[config.mk]
export PLATFORM = sky130hd
export DESIGN_NAME = lcms_mode_select
export DESIGN_NICKNAME = d
export VERILOG_FILES = /design/src/rtl/lcms_pkg.sv /design/src/rtl/lcms_sync2.sv /design/src/rtl/lcms_mode_select.sv
export SDC_FILE = /design/constraint.sdc
export NUM_CORES = 1
export LEC_CHECK = 0
export BUFFER_PORTS_ARGS = -buffer_cell sky130_fd_sc_hd__clkbuf_2
export CAP_MARGIN = 5
export CORE_MARGIN = 4
export CORE_UTILIZATION = 45
export DETAILED_ROUTE_END_ITERATION = 10
export GPL_ROUTABILITY_DRIVEN = 1
export PLACE_DENSITY_LB_ADDON = 0.3
export SYNTH_ARGS = -nofsm -noshare
export SYNTH_HDL_FRONTEND = slang
export SYNTH_SLANG_ARGS = --single-unit
[constraint.sdc]
create_clock -name ref_clk_i -period 1.98 [get_ports ref_clk_i]
set_input_delay 0.099 -clock ref_clk_i [delete_from_list [all_inputs] [get_ports ref_clk_i]]
set_output_delay 0.099 -clock ref_clk_i [all_outputs]
set_load 0.05 [all_outputs]
[src/rtl/lcms_pkg.sv]
// Constants and types for the control mode select front end
package lcms_pkg;

  // Control port select codes
  localparam logic [1:0] LCMS_CPS_HW = 2'h0;
  localparam logic [1:0] LCMS_CPS_SERIAL = 2'h1;
  localparam logic [1:0] LCMS_CPS_PAR_AS = 2'h2;
  localparam logic [1:0] LCMS_CPS_PAR_LE = 2'h3;

  // Line path mode select codes
  localparam logic [1:0] LCMS_LPM_SR_ZS = 2'h0;
  localparam logic [1:0] LCMS_LPM_SR_AMI = 2'h1;
  localparam logic [1:0] LCMS_LPM_DR_CDR = 2'h2;
  localparam logic [1:0] LCMS_LPM_SLICER = 2'h3;

  // Cycles from pin to registered output
  localparam int LCMS_DECODE_LAT = 3;

  typedef enum logic [3:0] {
    LCMS_MODE_HW = 4'h1,
    LCMS_MODE_SERIAL = 4'h2,
    LCMS_MODE_PAR_AS = 4'h4,
    LCMS_MODE_PAR_LE = 4'h8
  } lcms_mode_t;

  // One-hot bit positions of the mode
  localparam int LCMS_BIT_HW = 0;
  localparam int LCMS_BIT_SERIAL = 1;
  localparam int LCMS_BIT_PAR_AS = 2;
  localparam int LCMS_BIT_PAR_LE = 3;

  typedef struct packed {
    logic [3:0] waveform_template_sel;
    logic driver_tristate;
    logic [1:0] loopback_sel;
    logic [1:0] test_sequence_sel;
    logic [1:0] jitter_atten_place;
    logic monitor_gain_sel;
    logic termination_sel;
    logic adaptive_gain_sel;
    logic receiver_power_down;
  } lcms_hw_strap_t;

  typedef struct packed {
    logic single_rail;
    logic ami_coding;
    logic timing_recovery;
    logic slicer;
  } lcms_line_cfg_t;

  typedef struct packed {
    logic [1:0] ctrl_port_sel;
    logic chip_sel_n;
    logic shift_clock_edge_sel;
    logic rx_clock_edge_sel;
    logic [1:0] line_path_mode_sel;
    lcms_hw_strap_t strap;
  } lcms_pins_t;

  localparam int LCMS_PINS_W = 22;

  // Values after reset
  localparam lcms_mode_t LCMS_MODE_RST = LCMS_MODE_HW;
  localparam lcms_hw_strap_t LCMS_STRAP_RST = 15'h0000;
  localparam lcms_line_cfg_t LCMS_LINE_RST = 4'hA;
  localparam logic [LCMS_PINS_W-1:0] LCMS_PINS_RST = 22'h080000;

endpackage

[src/rtl/lcms_sync2.sv]
// Two-stage synchroniser for a bundle of static levels
`timescale 1ns/100ps
module lcms_sync2
  import lcms_pkg::*;
#(
  parameter int W = LCMS_PINS_W,
  parameter logic [W-1:0] RST_VAL = '0
)
(
  input wire logic ref_clk_i,
  input wire logic rst_i,
  input wire logic [W-1:0] d_i,
  output logic [W-1:0] q_o
);

  logic [W-1:0] meta_ff;
  logic [W-1:0] sync_ff;
  logic [W-1:0] nxt_meta;
  logic [W-1:0] nxt_sync;

  always_comb
  begin
    nxt_meta = d_i;
    nxt_sync = meta_ff;
  end

  always_ff @(posedge ref_clk_i)
  begin
    if (rst_i)
    begin
      meta_ff <= RST_VAL;
      sync_ff <= RST_VAL;
    end
    else
    begin
      meta_ff <= nxt_meta;
      sync_ff <= nxt_sync;
    end
  end

  assign q_o = sync_ff;

endmodule // lcms_sync2

[src/rtl/lcms_mode_select.sv]
// Control mode select and hardware strap decode
`timescale 1ns/100ps

// How it works
// - Select code 01 enables the serial port with its chip select, shift clock, edge select, data and interrupt.
// - In serial mode the shift clock edge select level picks the shift clock edge used for output data.
// - Code 10 enables the strobe/read-write parallel port and 11 the latch/separate-strobe parallel port.
// - In hardware mode all configuration comes from the dedicated strap pins.
// - Code 00 selects hardware mode with no processor port active.
// - In hardware mode a low receive clock edge select means rising edge, high means falling edge.
// - A port is only accessed while chip select is low; activity with chip select high is ignored.
// - Line path code 00 gives single rail with zero substitution, 01 single rail with AMI.
// - Line path code 10 gives dual rail with timing recovery, 11 slicer mode without it.
// - Line path pins act only in hardware mode; software modes take register settings.
module lcms_mode_select
  import lcms_pkg::*;
(
  input wire logic ref_clk_i,
  input wire logic rst_i,
  input wire logic [1:0] ctrl_port_sel_i,
  input wire logic chip_sel_n_i,
  input wire logic shift_clock_edge_sel_i,
  input wire logic rx_clock_edge_sel_i,
  input wire logic [1:0] line_path_mode_sel_i,
  input wire lcms_hw_strap_t hw_strap_i,
  input wire lcms_line_cfg_t sw_line_cfg_i,
  input wire logic sw_rx_edge_fall_i,
  output logic hw_mode_o,
  output logic serial_port_en_o,
  output logic par_as_rw_en_o,
  output logic par_latch_en_o,
  output logic serial_out_fall_o,
  output logic port_access_o,
  output logic rx_clk_fall_edge_o,
  output lcms_line_cfg_t line_cfg_o,
  output lcms_hw_strap_t hw_strap_o
);

  lcms_pins_t pins_raw;
  lcms_pins_t pins_s;
  logic [LCMS_PINS_W-1:0] pins_q;

  lcms_mode_t mode_ff;
  lcms_mode_t nxt_mode;
  logic serial_out_fall_ff;
  logic nxt_serial_out_fall;
  logic port_access_ff;
  logic nxt_port_access;
  logic rx_fall_ff;
  logic nxt_rx_fall;
  lcms_line_cfg_t line_cfg_ff;
  lcms_line_cfg_t nxt_line_cfg;
  lcms_hw_strap_t strap_ff;
  lcms_hw_strap_t nxt_strap;
  logic sel_hw;

  function automatic lcms_line_cfg_t lcms_decode_line(input logic [1:0] code);
    lcms_line_cfg_t cfg;
    cfg = LCMS_LINE_RST;
    case (code)
      LCMS_LPM_SR_ZS: cfg = 4'hA;
      LCMS_LPM_SR_AMI: cfg = 4'hE;
      LCMS_LPM_DR_CDR: cfg = 4'h2;
      LCMS_LPM_SLICER: cfg = 4'h1;
      default: cfg = LCMS_LINE_RST;
    endcase
    return cfg;
  endfunction

  always_comb
  begin
    pins_raw.ctrl_port_sel = ctrl_port_sel_i;
    pins_raw.chip_sel_n = chip_sel_n_i;
    pins_raw.shift_clock_edge_sel = shift_clock_edge_sel_i;
    pins_raw.rx_clock_edge_sel = rx_clock_edge_sel_i;
    pins_raw.line_path_mode_sel = line_path_mode_sel_i;
    pins_raw.strap = hw_strap_i;
  end

  lcms_sync2 #(
    .W(LCMS_PINS_W),
    .RST_VAL(LCMS_PINS_RST)
  ) u_pin_sync (
    .ref_clk_i(ref_clk_i),
    .rst_i(rst_i),
    .d_i(pins_raw),
    .q_o(pins_q)
  );

  assign pins_s = lcms_pins_t'(pins_q);
  assign sel_hw = (pins_s.ctrl_port_sel == LCMS_CPS_HW);

  always_comb
  begin
    case (pins_s.ctrl_port_sel)
      LCMS_CPS_HW: nxt_mode = LCMS_MODE_HW;
      LCMS_CPS_SERIAL: nxt_mode = LCMS_MODE_SERIAL;
      LCMS_CPS_PAR_AS: nxt_mode = LCMS_MODE_PAR_AS;
      LCMS_CPS_PAR_LE: nxt_mode = LCMS_MODE_PAR_LE;
      default: nxt_mode = LCMS_MODE_HW;
    endcase
    nxt_serial_out_fall = (pins_s.ctrl_port_sel == LCMS_CPS_SERIAL) & pins_s.shift_clock_edge_sel;
    nxt_port_access = ~sel_hw & ~pins_s.chip_sel_n;
    nxt_rx_fall = sel_hw ? pins_s.rx_clock_edge_sel : sw_rx_edge_fall_i;
    nxt_line_cfg = sel_hw ? lcms_decode_line(pins_s.line_path_mode_sel) : sw_line_cfg_i;
    nxt_strap = sel_hw ? pins_s.strap : LCMS_STRAP_RST;
  end

  always_ff @(posedge ref_clk_i)
  begin
    if (rst_i)
    begin
      mode_ff <= LCMS_MODE_RST;
      serial_out_fall_ff <= 1'b0;
      port_access_ff <= 1'b0;
      rx_fall_ff <= 1'b0;
      line_cfg_ff <= LCMS_LINE_RST;
      strap_ff <= LCMS_STRAP_RST;
    end
    else
    begin
      mode_ff <= nxt_mode;
      serial_out_fall_ff <= nxt_serial_out_fall;
      port_access_ff <= nxt_port_access;
      rx_fall_ff <= nxt_rx_fall;
      line_cfg_ff <= nxt_line_cfg;
      strap_ff <= nxt_strap;
    end
  end

  assign hw_mode_o = mode_ff[LCMS_BIT_HW];
  assign serial_port_en_o = mode_ff[LCMS_BIT_SERIAL];
  assign par_as_rw_en_o = mode_ff[LCMS_BIT_PAR_AS];
  assign par_latch_en_o = mode_ff[LCMS_BIT_PAR_LE];
  assign serial_out_fall_o = serial_out_fall_ff;
  assign port_access_o = port_access_ff;
  assign rx_clk_fall_edge_o = rx_fall_ff;
  assign line_cfg_o = line_cfg_ff;
  assign hw_strap_o = strap_ff;
endmodule // lcms_mode_select

== After elaboration in Yosys (flattened, before gate mapping) ==
Cells that the tools add are included.
Storage, ports and cells
  flip-flop bits (word level): 70
  output and inout bits: 26
  word-level logic and storage cells: 36
Cells by class
  equality and inequality tests: 6
  muxes and demuxes: 4
  bitwise logic cells: 4
  reductions and logical operators: 3
Operator list (count)
  $pmux W4 S4: 2
  $eq A2 B2 Y1 const B: 4
  $eq A2 B1 Y1 const B: 2
  $logic_not A2 Y1: 2
  $mux W4: 1
  $and A1 B1 Y1: 2
  $not A1 Y1: 2
  $reduce_or A2 Y1: 1
  $mux W1: 1

== Depth between registers and ports, before layout ==
  word-level depth: 3
  gate-level depth with buffers: 4
  mapped depth without buffers: 2

== Modules after synthesis ==
From an unflattened synthesis, not the netlist that was laid out.
Unflattened totals
  cell total of the unflattened synthesis: 158
  area, all modules: 1960.6 µm²
Modules (own cells, without submodules)
  lcms_sync2: times used 1, cells an instance 92, area an instance 1179.9 µm²
  lcms_mode_select: times used 1, cells an instance 66, area an instance 780.7 µm²

== Worst setup path before layout ==
No wires, ideal clock.
  path type: reg-to-reg
  start point: register u_pin_sync.sync_ff[21], in the netlist u_pin_sync.q_o[21]
  end point: register line_cfg_ff, in the netlist line_cfg_o[2]
  library setup time: 70 ps
  arrival: 962 ps
  required time: 1910 ps
  setup slack: 948 ps
  cell stages (with the launch flop): 3
  path buffers: 0
  period minus slack after synthesis: 1032 ps
  cells stage by stage: dfxtp_1 > or4b_1 > a21oi_1
Between the ends
  longest elaborated chain between the ends: 2
Ends and longest elaborated chain
  start, declared: line lcms_sync2.sv:17  | logic [W-1:0] sync_ff;
  start signal, assigned: line lcms_sync2.sv:37  | sync_ff <= nxt_sync;
  $logic_not A2 Y1: line lcms_mode_select.sv:91  | assign sel_hw = (pins_s.ctrl_port_sel == LCMS_CPS_HW);
  $mux W4: line lcms_mode_select.sv:105  | nxt_line_cfg = sel_hw ? lcms_decode_line(pins_s.line_path_mode_sel) : sw_line_cfg_i;
  end signal, assigned: line lcms_mode_select.sv:126  | line_cfg_ff <= nxt_line_cfg;
  end, declared: line lcms_mode_select.sv:51  | lcms_line_cfg_t line_cfg_ff;
Every way passes these cells.
A chain may end at the register's enable or synchronous reset.

== Worst setup path in the final report ==
Same ends and word-level chain as after synthesis.

==> out/metrics.csv <==
stage,metric,value,unit
run_status,status,"finished, final reports clean",
critical_path,r2r setup slk,0.77,ns
critical_path,worst flop-to-flop path startpoint,u_pin_sync.q_o[21],
synthesis,"top cells by area, synth","dfxtp_1, nor2b_1, and2_1, o21ai_0, clkbuf_1",
route,DRC viols,0,
critical_path,"critical path fanouts, max",14,
finish,ratio of cells with drive above 1 in the final layout,31.17,%
route,post-route antenna net violation count,0,
synthesis,Seq cells post-synth,70,
synthesis,Synth area leader,dfxtp_1,
finish,"commonest non-fill, non-tap cell in the layout",dfxtp_1,
global_routing,vias in the first global route,1118,
finish,"commonest non-fill, non-tap cells in the layout","dfxtp_1, clkbuf_2, nor2b_1, dlygate4sd3_1, and2_1",
synthesis,Synth top area share,71.43,%
global_routing,first-pass GRT wire length,4899,µm
sta,fmax,0.8282,GHz
place,RePlAce Congestion,0.7552,
place,setup slack at placement,0.7872,ns
sta,setup TNS,0,ns
critical_path,"Data arrival, critical path",1.47,ns
critical_path,FF-to-FF End,line_cfg_o[2],
place,cell total after placement,256,
pwr,worst vdd ir,669.7,µV
floorplan,Die H,74.03,µm
finish,Nets,271,
global_routing,largest net degree at the start of global routing,24,
route,DR vias,1254,
run,maximum capacitance violations,0,
critical_path,"slowest stage delay, CP",0.56,ns
finish,area delta synth->final,41.07,%
critical_path,CP endpoint kind,flip-flop,
clock_network,CTS Buf Count,9,
route,Via density,4.222,
sta,clock skew,0.005229,ns
finish,fill count,323,
clock_network,clk slew on worst S/H paths,0.07,ns
global_routing,grt ovf,0,
worst_hold_path,hold path cells,3,
clock_network,# H-tree levels,3,
clock_network,Post-CTS Setup Repair Bufs,0,
sta,worst slew pin tran,0.4232,ns
synthesis,cell area after synthesis,1962,µm²
clock_network,clk buf depth,2,
sta,final setup vio count,0,
sta,RSZ-0062 raised after global routing,false,
route,WL final,3029,µm
pwr,Cell Pwr Density,1097,nW/µm²
route,Iteration-0 DRC Markers,39,
sta,clock period minus worst slack,1.207,ns
synthesis,sequential area share after synthesis,71.43,%
sta,count of final hold-check violations,0,
place,IO Port Bufs,54,
floorplan,Starting Density,47.67,%
floorplan,Die Wd,74.03,µm
critical_path,CP Launch Type,flip-flop,
synthesis,Post-Syn Nets,188,
clock_network,TritonCTS clock tree,done,
critical_path,Worst Path Required,2.24,ns
floorplan,full die area,5480,µm²
critical_path,Worst Setup Path Type,reg -> reg,
sta,fin crit share,60.98,%
pwr,P_leak,1.239,nW
sta,Final Worst Setup Slack,0.7726,ns
critical_path,CP max-delay cell,or4b_1,
finish,Finished Layout Cells,297,
route,drt first pass iters,4,
worst_hold_path,Min-Delay Endpoint,rx_clk_fall_edge_o,
clock_network,clk root buf,clkbuf_8,
sta,Max Slew Vio Count,0,
route,per-cell routed wire length,10.20,µm
clock_network,clock latency on the worst-skew pair,0.33,ns
synthesis,post-synthesis cell count,159,
finish,# diodes,0,
clock_network,PostCTS Resize Cnt,0,
synthesis,yosys warns,0,
critical_path,worst-path cell chain,or4b_1 -> a21oi_1,
worst_hold_path,hold wc startpoint,sw_rx_edge_fall_i,
critical_path,r2r worst-path depth,2,
floorplan,I/O pin total,55,
global_routing,initial antenna violation count,0,
worst_hold_path,Hold Path Class,in -> reg,
synthesis,syn_area_per_cell,12.34,µm²
sta,Slew HR,71.75,%
place,Detailed Place HPWL,1819,µm
global_routing,Tot GR Track Use,12.79,%
clock_network,# clock sinks,70,
synthesis,Yosys cell types,21,
floorplan,core region area,4115,µm²
floorplan,row count,23,
worst max-delay path, delay by kind of cell, from the launching register on:
kind	cells	cell delay, ns
simple gates	1	0.56
flops	1	0.43
compound gates	1	0.15
per-layer routing:
| layer | up-vias | track usage [%] | wire length [µm] |
|---|---|---|---|
| met5 | - | 0 | 0 |
| met2 | 42 | 21.95 | 1629 |
| met1 | 544 | 11.59 | 1100 |
| met3 | 7 | 6.892 | 231 |
| li1 | 661 | - | - |
| met4 | 0 | 8.451 | 68 |
cells in the mapped netlist (all sizes together):
library cell / number
nor2: 1
or3b: 1
nor3b: 2
o21bai: 2
or2: 2
nor3: 1
buf: 3
a21oi: 3
a21o: 1
or4b: 1
and2: 16
nand4bb: 1
dfxtp: 70
inv: 1
nor2b: 42
o21ai: 4
clkbuf: 6
and3: 1
o311ai: 1
final cells by class:
type,instances,area (µm²),share of cell area (%)
sequential,70,1401,50.63
clock buffer,10,137.6,4.973
inverter,1,3.754,0.1356
timing repair buffer,81,535.5,19.35
clock inverter,6,108.9,3.933
multi-input combinational,79,518.0,18.72
tap,50,62.56,2.260
through the flow:
step	utilization, %	hold WS (ns)	power, mW	instance area, µm²
final	67.25	0.02714	3.037	2768
after global routing	67.25	0.008771	3.156	2768
after CTS	67.25	0.009119	3.078	2768
after detailed placement	55.18	0.2834	1.673	2271
after global placement	55.18	0.2845	1.670	2271
after floorplan	-	0.2028	1.622	1962
how the worst max path moves through the flow:
| stage | startpoint | end | slack (ns) |
|---|---|---|---|
| detailed placement | u_pin_sync.q_o[21] | line_cfg_o[2] | 0.79 |
| global route | u_pin_sync.q_o[21] | line_cfg_o[2] | 0.67 |
| global placement | u_pin_sync.q_o[21] | line_cfg_o[2] | 0.82 |
| floorplan | u_pin_sync.q_o[21] | line_cfg_o[2] | 0.95 |
| finish | u_pin_sync.q_o[21] | line_cfg_o[2] | 0.77 |
| CTS | u_pin_sync.q_o[21] | line_cfg_o[2] | 0.77 |
registers in the layout, indices dropped and copies added, names as in the netlist:
register and count:
port_access_o 1, u_pin_sync.meta_ff 22, line_cfg_o 4, u_pin_sync.q_o 22
hw_strap_o 15, rx_clk_fall_edge_o 1, serial_out_fall_o 1, mode_ff 4
logic make-up (layout without fill, tap and decap cells):
kind of cell	Yosys count	in the layout	share of synthesized area [%]
AO/OA/AOI/OAI	11	11	3.380
AND/OR/NAND/NOR	68	68	23.02
flip-flops	70	70	71.43
buffers and inverters	10	98	2.168
power breakdown:
| group | total (mW) | internal, mW | switching, mW | leakage, nW |
|---|---|---|---|---|
| Combinational | 0.199 | 0.0955 | 0.103 | 0.537 |
| Sequential | 1.48 | 1.46 | 0.0160 | 0.576 |
| Clock | 1.36 | 0.868 | 0.491 | 0.126 |
| Total | 3.04 | 2.43 | 0.610 | 1.24 |
what timing repair did:
item / in CTS / in global routing
hold endpoints to repair: 25 / 0
hold buffers: 25 / 0
endpoints found under the setup margin: 0 / 0
(Power assumes the default switching activity.)
